$ cat config.mk
export PLATFORM = sky130hd
export DESIGN_NAME = icr_top
export DESIGN_NICKNAME = d
export VERILOG_FILES = /design/src/icr_pkg.sv /design/src/icr_evt_if.sv /design/src/icr_pin_sync.sv /design/src/icr_top.sv
export SDC_FILE = /design/constraint.sdc
export NUM_CORES = 1
export LEC_CHECK = 0
export BUFFER_PORTS_ARGS = -buffer_cell sky130_fd_sc_hd__buf_2
export CAP_MARGIN = 10
export CORE_MARGIN = 5
export CORE_UTILIZATION = 56
export CTS_CLUSTER_SIZE = 10
export DETAILED_ROUTE_END_ITERATION = 16
export GPL_TIMING_DRIVEN = 0
export PLACE_DENSITY = 0.83
export SYNTH_ARGS = -nofsm -noshare
export SYNTH_HDL_FRONTEND = slang
export SYNTH_SLANG_ARGS = --single-unit
$ cat constraint.sdc
create_clock -name sys_clk -period 2.15 [get_ports sys_clk]
set_input_delay 0.43 -clock sys_clk [delete_from_list [all_inputs] [get_ports sys_clk]]
set_output_delay 0.43 -clock sys_clk [all_outputs]
set_load 0.02 [all_outputs]
$ cat src/icr_pkg.sv
// Operation
// The interrupt control register can be read and written and holds the enables and flags of the timer, port-change and external-pin sources.
// The interrupt control register answers at data address 0x0B and at its mirror 0x8B.
// Each flag is set when its condition occurs, whatever its own enable or the global enable says.
// Common core registers ignore the bank-select address bit, so both banks reach the same register.
// The program counter high bits are loaded from a writable holding register whenever the counter is loaded.
// A reset-pin or watchdog reset applies the other-reset values, which differ from the power-up values.
// Unimplemented locations and bits read as zero and ignore writes.
// Software keeps the indirect-bank-select and upper bank-select bits cleared.
// Interrupt service code saves and restores the program counter high holding register.
// The converter flag is set when a conversion completes.
// The register holds global enable at bit 7, converter enable at 6, timer, pin and port enables at 5 to 3, flags at 2 to 0.
// Flags stay set until software writes them to zero, and an interrupt is requested while the global enable and a flag with its enable are set.
package icr_pkg;
    localparam int ICR_DW     = 8;
    localparam int ICR_AW     = 8;
    localparam int ICR_PCH_W  = 5;
    localparam int ICR_PORT_W = 4;
    localparam int ICR_PIN_N  = ICR_PORT_W + 2;

    localparam logic [ICR_AW-1:0] ICR_ADDR_PCH    = 8'h0A;
    localparam logic [ICR_AW-1:0] ICR_ADDR_CTL    = 8'h0B;
    localparam logic [ICR_AW-1:0] ICR_ADDR_PIR    = 8'h0C;
    localparam logic [ICR_AW-1:0] ICR_BANK_MASK   = 8'h7F;
    localparam logic [ICR_AW-1:0] ICR_BANK_BIT    = 8'h80;

    localparam int ICR_B_GLB_EN   = 7;
    localparam int ICR_B_CONV_EN  = 6;
    localparam int ICR_B_T0_EN    = 5;
    localparam int ICR_B_EXT_EN   = 4;
    localparam int ICR_B_PORT_EN  = 3;
    localparam int ICR_B_T0_FLAG  = 2;
    localparam int ICR_B_EXT_FLAG = 1;
    localparam int ICR_B_PORT_FLAG = 0;
    localparam int ICR_B_CONV_FLAG = 6;

    localparam logic [ICR_DW-1:0]    ICR_ZERO        = 8'h00;
    localparam logic [ICR_DW-1:0]    ICR_CTL_POR     = 8'h00;
    localparam logic [ICR_DW-1:0]    ICR_CTL_KEEP    = 8'h01;
    localparam logic [ICR_PCH_W-1:0] ICR_PCH_RST     = 5'h00;

    localparam int                   ICR_PIN_EXT  = 4;
    localparam int                   ICR_PIN_MRST = 5;
    localparam logic [ICR_PIN_N-1:0] ICR_PIN_IDLE = 6'h20;
    localparam logic                 ICR_EXT_RISING = 1'b1;
endpackage : icr_pkg

$ cat src/icr_evt_if.sv
`timescale 1ns/1ns
interface icr_evt_if;
    logic ext_edge;
    logic port_change;
    logic reset_pin_low;

    modport src (output ext_edge, output port_change, output reset_pin_low);
    modport snk (input  ext_edge, input  port_change, input  reset_pin_low);
endinterface : icr_evt_if

$ cat src/icr_pin_sync.sv
`timescale 1ns/1ns
module icr_pin_sync
    import icr_pkg::*;
(
    // clock and reset
    input  wire logic                  sys_clk,
    input  wire logic                  rst,
    // pins
    input  wire logic [icr_pkg::ICR_PORT_W-1:0] port_pins,
    input  wire logic                  ext_irq_pin,
    input  wire logic                  external_reset_pin_n,
    // events
    icr_evt_if.src                     evt
);
    logic [ICR_PIN_N-1:0] pins_in;
    logic [ICR_PIN_N-1:0] sync_vec;
    logic [ICR_PIN_N-1:0] last_vec;
    logic                 ext_rise;
    logic                 ext_fall;

    assign pins_in = {external_reset_pin_n, ext_irq_pin, port_pins};

    // two stages before any logic; the third stage is the history for edges
    for (genvar i = 0; i < ICR_PIN_N; i++) begin : g_bit
        logic meta_reg;
        logic sync_reg;
        logic last_reg;
        always_ff @(posedge sys_clk or posedge rst) begin
            if (rst) begin
                meta_reg <= ICR_PIN_IDLE[i];
                sync_reg <= ICR_PIN_IDLE[i];
                last_reg <= ICR_PIN_IDLE[i];
            end else begin
                meta_reg <= pins_in[i];
                sync_reg <= meta_reg;
                last_reg <= sync_reg;
            end
        end
        assign sync_vec[i] = sync_reg;
        assign last_vec[i] = last_reg;
    end

    assign ext_rise          = sync_vec[ICR_PIN_EXT] & ~last_vec[ICR_PIN_EXT];
    assign ext_fall          = ~sync_vec[ICR_PIN_EXT] & last_vec[ICR_PIN_EXT];
    assign evt.ext_edge      = ICR_EXT_RISING ? ext_rise : ext_fall;
    // any change on any of the port pins since the previous cycle
    assign evt.port_change   = |(sync_vec[ICR_PORT_W-1:0] ^ last_vec[ICR_PORT_W-1:0]);
    assign evt.reset_pin_low = ~sync_vec[ICR_PIN_MRST];
endmodule : icr_pin_sync

$ cat src/icr_top.sv
// Implementation choice: the plain strobed port.
`timescale 1ns/1ns
module icr_top
    import icr_pkg::*;
(
    // clock and power-up reset
    input  wire logic                  sys_clk,
    input  wire logic                  rst,
    // register port
    input  wire logic [icr_pkg::ICR_AW-1:0] addr,
    input  wire logic [icr_pkg::ICR_DW-1:0] wdata,
    input  wire logic                  wr,
    input  wire logic                  rd,
    output logic      [icr_pkg::ICR_DW-1:0] rdata,
    // interrupt sources
    input  wire logic                  timer0_ovf,
    input  wire logic                  conv_done,
    input  wire logic                  ext_irq_pin,
    input  wire logic [icr_pkg::ICR_PORT_W-1:0] port_pins,
    // other reset sources
    input  wire logic                  external_reset_pin_n,
    input  wire logic                  wdt_reset,
    // program counter
    input  wire logic                  pc_load,
    output logic      [icr_pkg::ICR_PCH_W-1:0] pc_high,
    // interrupt request
    output logic                       irq_req
);
    import icr_pkg::*;

    icr_evt_if evt ();

    icr_pin_sync u_sync (
        .sys_clk              (sys_clk),
        .rst                  (rst),
        .port_pins            (port_pins),
        .ext_irq_pin          (ext_irq_pin),
        .external_reset_pin_n (external_reset_pin_n),
        .evt                  (evt.src)
    );

    logic [ICR_DW-1:0]    ctl_reg;
    logic [ICR_DW-1:0]    ctl_next;
    logic [ICR_PCH_W-1:0] pclath_reg;
    logic [ICR_PCH_W-1:0] pclath_next;
    logic [ICR_PCH_W-1:0] pc_high_reg;
    logic [ICR_PCH_W-1:0] pc_high_next;
    logic                 conv_flag_reg;
    logic                 conv_flag_next;
    logic [ICR_DW-1:0]    rdata_reg;
    logic [ICR_DW-1:0]    rdata_next;
    logic [ICR_AW-1:0]    addr_common;
    logic                 hit_ctl;
    logic                 hit_pch;
    logic                 hit_pir;
    logic                 other_rst;
    logic [3:0]           irq_src;

    // common registers drop the bank bit; the converter flag register is bank 0 only
    assign addr_common = addr & ICR_BANK_MASK;
    assign hit_ctl     = (addr_common == ICR_ADDR_CTL);
    assign hit_pch     = (addr_common == ICR_ADDR_PCH);
    assign hit_pir     = (addr == ICR_ADDR_PIR);
    assign other_rst   = evt.reset_pin_low | wdt_reset;

    always_comb begin
        ctl_next       = ctl_reg;
        pclath_next    = pclath_reg;
        pc_high_next   = pc_high_reg;
        conv_flag_next = conv_flag_reg;
        rdata_next     = ICR_ZERO;
        // software write first, so that a same-cycle event overrides a clear
        if (wr && hit_ctl) begin
            ctl_next = wdata;
        end
        if (wr && hit_pch) begin
            pclath_next = wdata[ICR_PCH_W-1:0];
        end
        if (wr && hit_pir) begin
            conv_flag_next = wdata[ICR_B_CONV_FLAG];
        end
        if (timer0_ovf) begin
            ctl_next[ICR_B_T0_FLAG] = 1'b1;
        end
        if (evt.ext_edge) begin
            ctl_next[ICR_B_EXT_FLAG] = 1'b1;
        end
        if (evt.port_change) begin
            ctl_next[ICR_B_PORT_FLAG] = 1'b1;
        end
        if (conv_done) begin
            conv_flag_next = 1'b1;
        end
        if (pc_load) begin
            pc_high_next = pclath_reg;
        end
        if (rd) begin
            case (1'b1)
                hit_ctl:    rdata_next = ctl_reg;
                hit_pch:    rdata_next = {{(ICR_DW-ICR_PCH_W){1'b0}}, pclath_reg};
                hit_pir:    rdata_next = {1'b0, conv_flag_reg, 6'h00};
                default:    rdata_next = ICR_ZERO;
            endcase
        end
        // the port flag keeps its value over a non-power-up reset
        if (other_rst) begin
            ctl_next       = ctl_next & ICR_CTL_KEEP;
            pclath_next    = ICR_PCH_RST;
            pc_high_next   = ICR_PCH_RST;
            conv_flag_next = 1'b0;
        end
    end

    always_ff @(posedge sys_clk or posedge rst) begin
        if (rst) begin
            ctl_reg       <= ICR_CTL_POR;
            pclath_reg    <= ICR_PCH_RST;
            pc_high_reg   <= ICR_PCH_RST;
            conv_flag_reg <= 1'b0;
            rdata_reg     <= ICR_ZERO;
        end else begin
            ctl_reg       <= ctl_next;
            pclath_reg    <= pclath_next;
            pc_high_reg   <= pc_high_next;
            conv_flag_reg <= conv_flag_next;
            rdata_reg     <= rdata_next;
        end
    end

    assign irq_src = {ctl_reg[ICR_B_CONV_EN] & conv_flag_reg,
                      ctl_reg[ICR_B_T0_EN]   & ctl_reg[ICR_B_T0_FLAG],
                      ctl_reg[ICR_B_EXT_EN]  & ctl_reg[ICR_B_EXT_FLAG],
                      ctl_reg[ICR_B_PORT_EN] & ctl_reg[ICR_B_PORT_FLAG]};
    assign irq_req = ctl_reg[ICR_B_GLB_EN] & (|irq_src);
    assign rdata   = rdata_reg;
    assign pc_high = pc_high_reg;
endmodule : icr_top

Yosys cells after proc, flatten, opt, wreduce, memory -nomap -nowiden --
Index checks and enable logic that the tools add are counted.
Operators by class: reduce and logical (&&, ||, !) cells 11, bitwise gates (word level) 10, equality and inequality tests 3, multiplexer cells 16
Operator list (number):
- $mux W8 | 4
- $mux W5 | 4
- $eq A7 B4 Y1 const B | 2
- $mux W7 | 2
- $reduce_bool A3 Y1 | 3
- $eq A8 B4 Y1 const B | 1
- $reduce_or A4 Y1 | 2
- $and A1 B1 Y1 | 6
- $mux W1 | 6
- $reduce_bool A2 Y1 | 3
- $xor A4 B4 Y4 | 1
- $logic_and A1 B1 Y1 | 3
- $not A1 Y1 | 2
- $or A1 B1 Y1 | 1
Storage, ports and cells: output and inout port bits 14, logic and storage cells 65, bits in registers 44, input bits 30

Longest topological paths before layout --
depth after elaboration 5, gate-level depth with buffers 5, mapped depth without buffers 3

Hierarchy --
From an unflattened synthesis, not the netlist that was laid out.
Unflattened totals: cells, all modules 147, area total of the unflattened synthesis 1747.9 um^2
Modules (own cells, without submodules):
- icr_top | seq. area each 675.6 um^2, cells each 122, area each 1265.0 um^2, times used 1
- icr_pin_sync | seq. area each 427.9 um^2, cells each 25, area each 483.0 um^2, times used 1

Worst setup path before layout --
No wires, ideal clock.
path type input -> register, start point input addr[5] in the netlist's numbering, end point register rdata_reg[0] (netlist: rdata[0]), setup time 0.072 ns, buffers on the path 1, arrival 1.468 ns, required time 2.078 ns, cell stages on the path 4, path slack 0.611 ns, path through or3b_1 > buf_2 > or4_4 > nor2_1
On the way: cells in the longest elaborated chain, start to end 4, elaborated cells between the ends (all ways) 5, classes of those cells eq/ne: 2; mux: 3
Ends and longest elaborated chain:
- start: declaration | RTL line icr_top.sv:10 | input wire logic [icr_pkg::ICR_AW-1:0] addr,
- $eq A7 B4 Y1 | RTL line icr_top.sv:62 | assign hit_pch = (addr_common == ICR_ADDR_PCH);
- $mux W7 | RTL line icr_top.sv:98 | case (1'b1)
- $mux W8 (*) | RTL line icr_top.sv:98
- $mux W8 (*) | RTL line icr_top.sv:97 | if (rd) begin
- net rdata_next[0] | RTL line icr_top.sv:51 | logic [ICR_DW-1:0] rdata_next;
- end signal: assignment | RTL line icr_top.sv:126 | rdata_reg <= rdata_next;
- end: declaration | RTL line icr_top.sv:50 | logic [ICR_DW-1:0] rdata_reg;
Mark *: on every way through the listed nets, which the timed path passes. The rest lies on a longest branch. A chain may end at the register's enable or synchronous reset.

Worst setup path after layout --
start point register ctl_reg[1], end point output irq_req
On the way: cells in the longest elaborated chain, start to end 3
Ends and longest elaborated chain:
- start: declaration | RTL line icr_top.sv:42 | logic [ICR_DW-1:0] ctl_reg;
- start signal: assignment | RTL line icr_top.sv:122 | ctl_reg <= ctl_next;
- $and A1 B1 Y1 | RTL line icr_top.sv:132 | ctl_reg[ICR_B_EXT_EN] & ctl_reg[ICR_B_EXT_FLAG],
- $reduce_or A4 Y1 | RTL line icr_top.sv:134 | assign irq_req = ctl_reg[ICR_B_GLB_EN] & (|irq_src);
- $and A1 B1 Y1 | RTL line icr_top.sv:134
- end: declaration | RTL line icr_top.sv:27 | output logic irq_req
Every way passes these cells.

==> out/metrics.cfg <==
[run_status]
outcome=complete, no violations

[clock_network]
worstSkewPairLatency_ps=350
cts_max_path_buffers=2
clockRootBuffer=clkbuf_4
cts_resized=0
cts.sinks=44
path_clk_slew_ps=120
htree_num_levels=2
cts_made_buffers=5
cts_tree=yes
holdBufCountCts=0
cts_setup_buffers=0

[global_route]
grt.total_usage=0.186
grt_first_pass_wirelength_um=6020
grt_overflow=0
antenna_found_initial=0
grt_max_degree=45
grt_pass1_vias=1295

[layout]
diodes=0
final_cell_mix=buf_2, dfrtp_1, nand4_1, o31ai_1, a21oi_1
finish.utilization=0.689
area_growth_pct=18.4
drive_gt1_frac=0.298
nets=227
nFillCells=254
layoutNonFillerInstCount=242
final_common_cell=buf_2

[timing]
period_share=0.796
fin_tns_setup_ps=0
hold_violations=0
slew_viol_final=0
worstMarginPinSlew_ps=944
rsz0062_at_grt=false
slew-limit-headroom=0.369
min_period_ps=1710
setup_violations=0
post-route-worst-setup-slack_ps=438
fmax_mhz=584
finClkSkew_ps=8.67

[yosys]
synth_top_area_share=0.592
synth_area_um2=1780
synth-compound-area-share=0.123
ys_types=29
synthSimpleGateAreaFrac=0.147
yosys.area.top_type=dfrtp_1
synth_ff_type=dfrtp_1
synth_edf_count=0
synth_area_leaders=dfrtp_1, mux2i_1, o31ai_1
yosysWarnings=0
synthArstFlopShare=1.00
yosysSeqAreaShare=0.622
synth_fa_ha_area_frac=0
synthMuxAreaShare=0.0564
syn_nets=178
syn_inst=148
syn_avg_cell_area_um2=12.0
yosys_register_bits=44
synth_xor_area_frac=0.0197
synth_top_family_by_area=simple AND/OR/NAND/NOR gates

[critical_path]
reg2reg_to=conv_flag_reg$_DFFE_PP0P_
startpoint=ctl_reg[1]$_DFFE_PP0P_
crit_required_ps=1720
r2r-start=u_sync.g_bit[5].sync_reg$_DFF_PP1_
worstPathMaxFanout=3
crit_path_max_incr_delay_ps=430
cp-end-kind=output port
reg2regPathDepth=4
rrSetupSlack_ps=690
worstPathArrival_ps=1280
crit_family=flip-flops
critPathLaunchType=register
worst-path-buf-inv=1
crit_chain=a22oi_1 -> a21boi_0 -> buf_2
slowest_stage=dfrtp_1
crit_type=reg2out

[floorplan]
rows=20
die_y_um=66.3
die_w_um=66.3
start_util=0.582
dieArea_um2=4400
ios=44
core-area_um2=3050

[pwr]
p_leak_nw=0.982
p_per_area_nw_per_um2=655
ir_worst_vdd_v=0.000529

[hold_path]
hold_depth=1
worst_hold_path_type=in2reg
hp-start=external_reset_pin_n
hold_end=u_sync.g_bit[5].meta_reg$_DFF_PP1_

[routing]
vias_per_cell=5.63
drt-total-wl_um=3730
drt_iter0_markers=94
wl_per_cell_um=15.4
vias=1362
drtAntennaViolNets=0
dr.pass1.iters=4
drc=0

[placed_design]
dp_cells=234
port_buffers=42
place_ws_ps=356
finalWeightedCongestion=0.917
place_hpwl_um=2710

[run]
drv_cap=0

[final cells by class]
cell class	count	area (µm²)	share of cell area
Timing Repair Buffer	42	210	0.100
Buffer	10	42.5	0.0202
Clock inverter	2	10.0	0.00476
Clock buffer	6	51.3	0.0244
Inverter	4	15.0	0.00714
Sequential cell	44	1100	0.525
Tap cell	44	55.1	0.0262
Multi-Input combinational cell	90	614	0.292
[cells in the mapped netlist, types with 4 or more instances]
cell / n
nand2b_1: 4
nand4_1: 12
mux2i_1: 10
buf_2: 4
dfrtp_1: 42
o31ai_1: 12
clkbuf_1: 4
inv_1: 4
nor2_1: 10
xor2_1: 4
a21oi_1: 11
[worst max path at each step]
stage / end / depth (start not counted)
finish: irq_req / 3
detailed placement: pclath_reg[0]$_DFFE_PP0P_ / 5
global route: irq_req / 3
CTS: irq_req / 3
global placement: rdata[5]$_DFF_PP0_ / 2
floorplan: rdata[0]$_DFF_PP0_ / 4
[routing by layer]
| metal | part of all wire | vias to the layer above | global-route usage |
|---|---|---|---|
| met2 | 0.53 | 67 | 0.304 |
| met1 | 0.39 | 646 | 0.226 |
| met4 | 0.014 | 0 | 0.0838 |
| met5 | 0 | - | 0 |
| met3 | 0.074 | 6 | 0.0561 |
| li1 | - | 643 | - |
[cell families after synthesis]
logic type | Yosys count
DFF | 44
buffers and inverters | 14
xor gates and xnor gates | 4
and+or+nand+nor | 43
muxes | 10
AOI/OAI and AO/OA | 33
[metrics by stage]
stage,power [mW],area (µm²),hold WS [ps]
final,1.38,2100,157
after global placement,0.978,2040,336
after CTS,1.39,2100,146
after floorplan,0.932,1780,331
after detailed placement,0.983,2040,338
after global routing,1.44,2100,119
[report_power, final]
| part | internal (mW) | switching [mW] | total, mW |
|---|---|---|---|
| registers | 0.847 | 0.00918 | 0.857 |
| clock network | 0.156 | 0.253 | 0.409 |
| logic | 0.0406 | 0.0704 | 0.111 |
(Power assumes the default switching activity.)
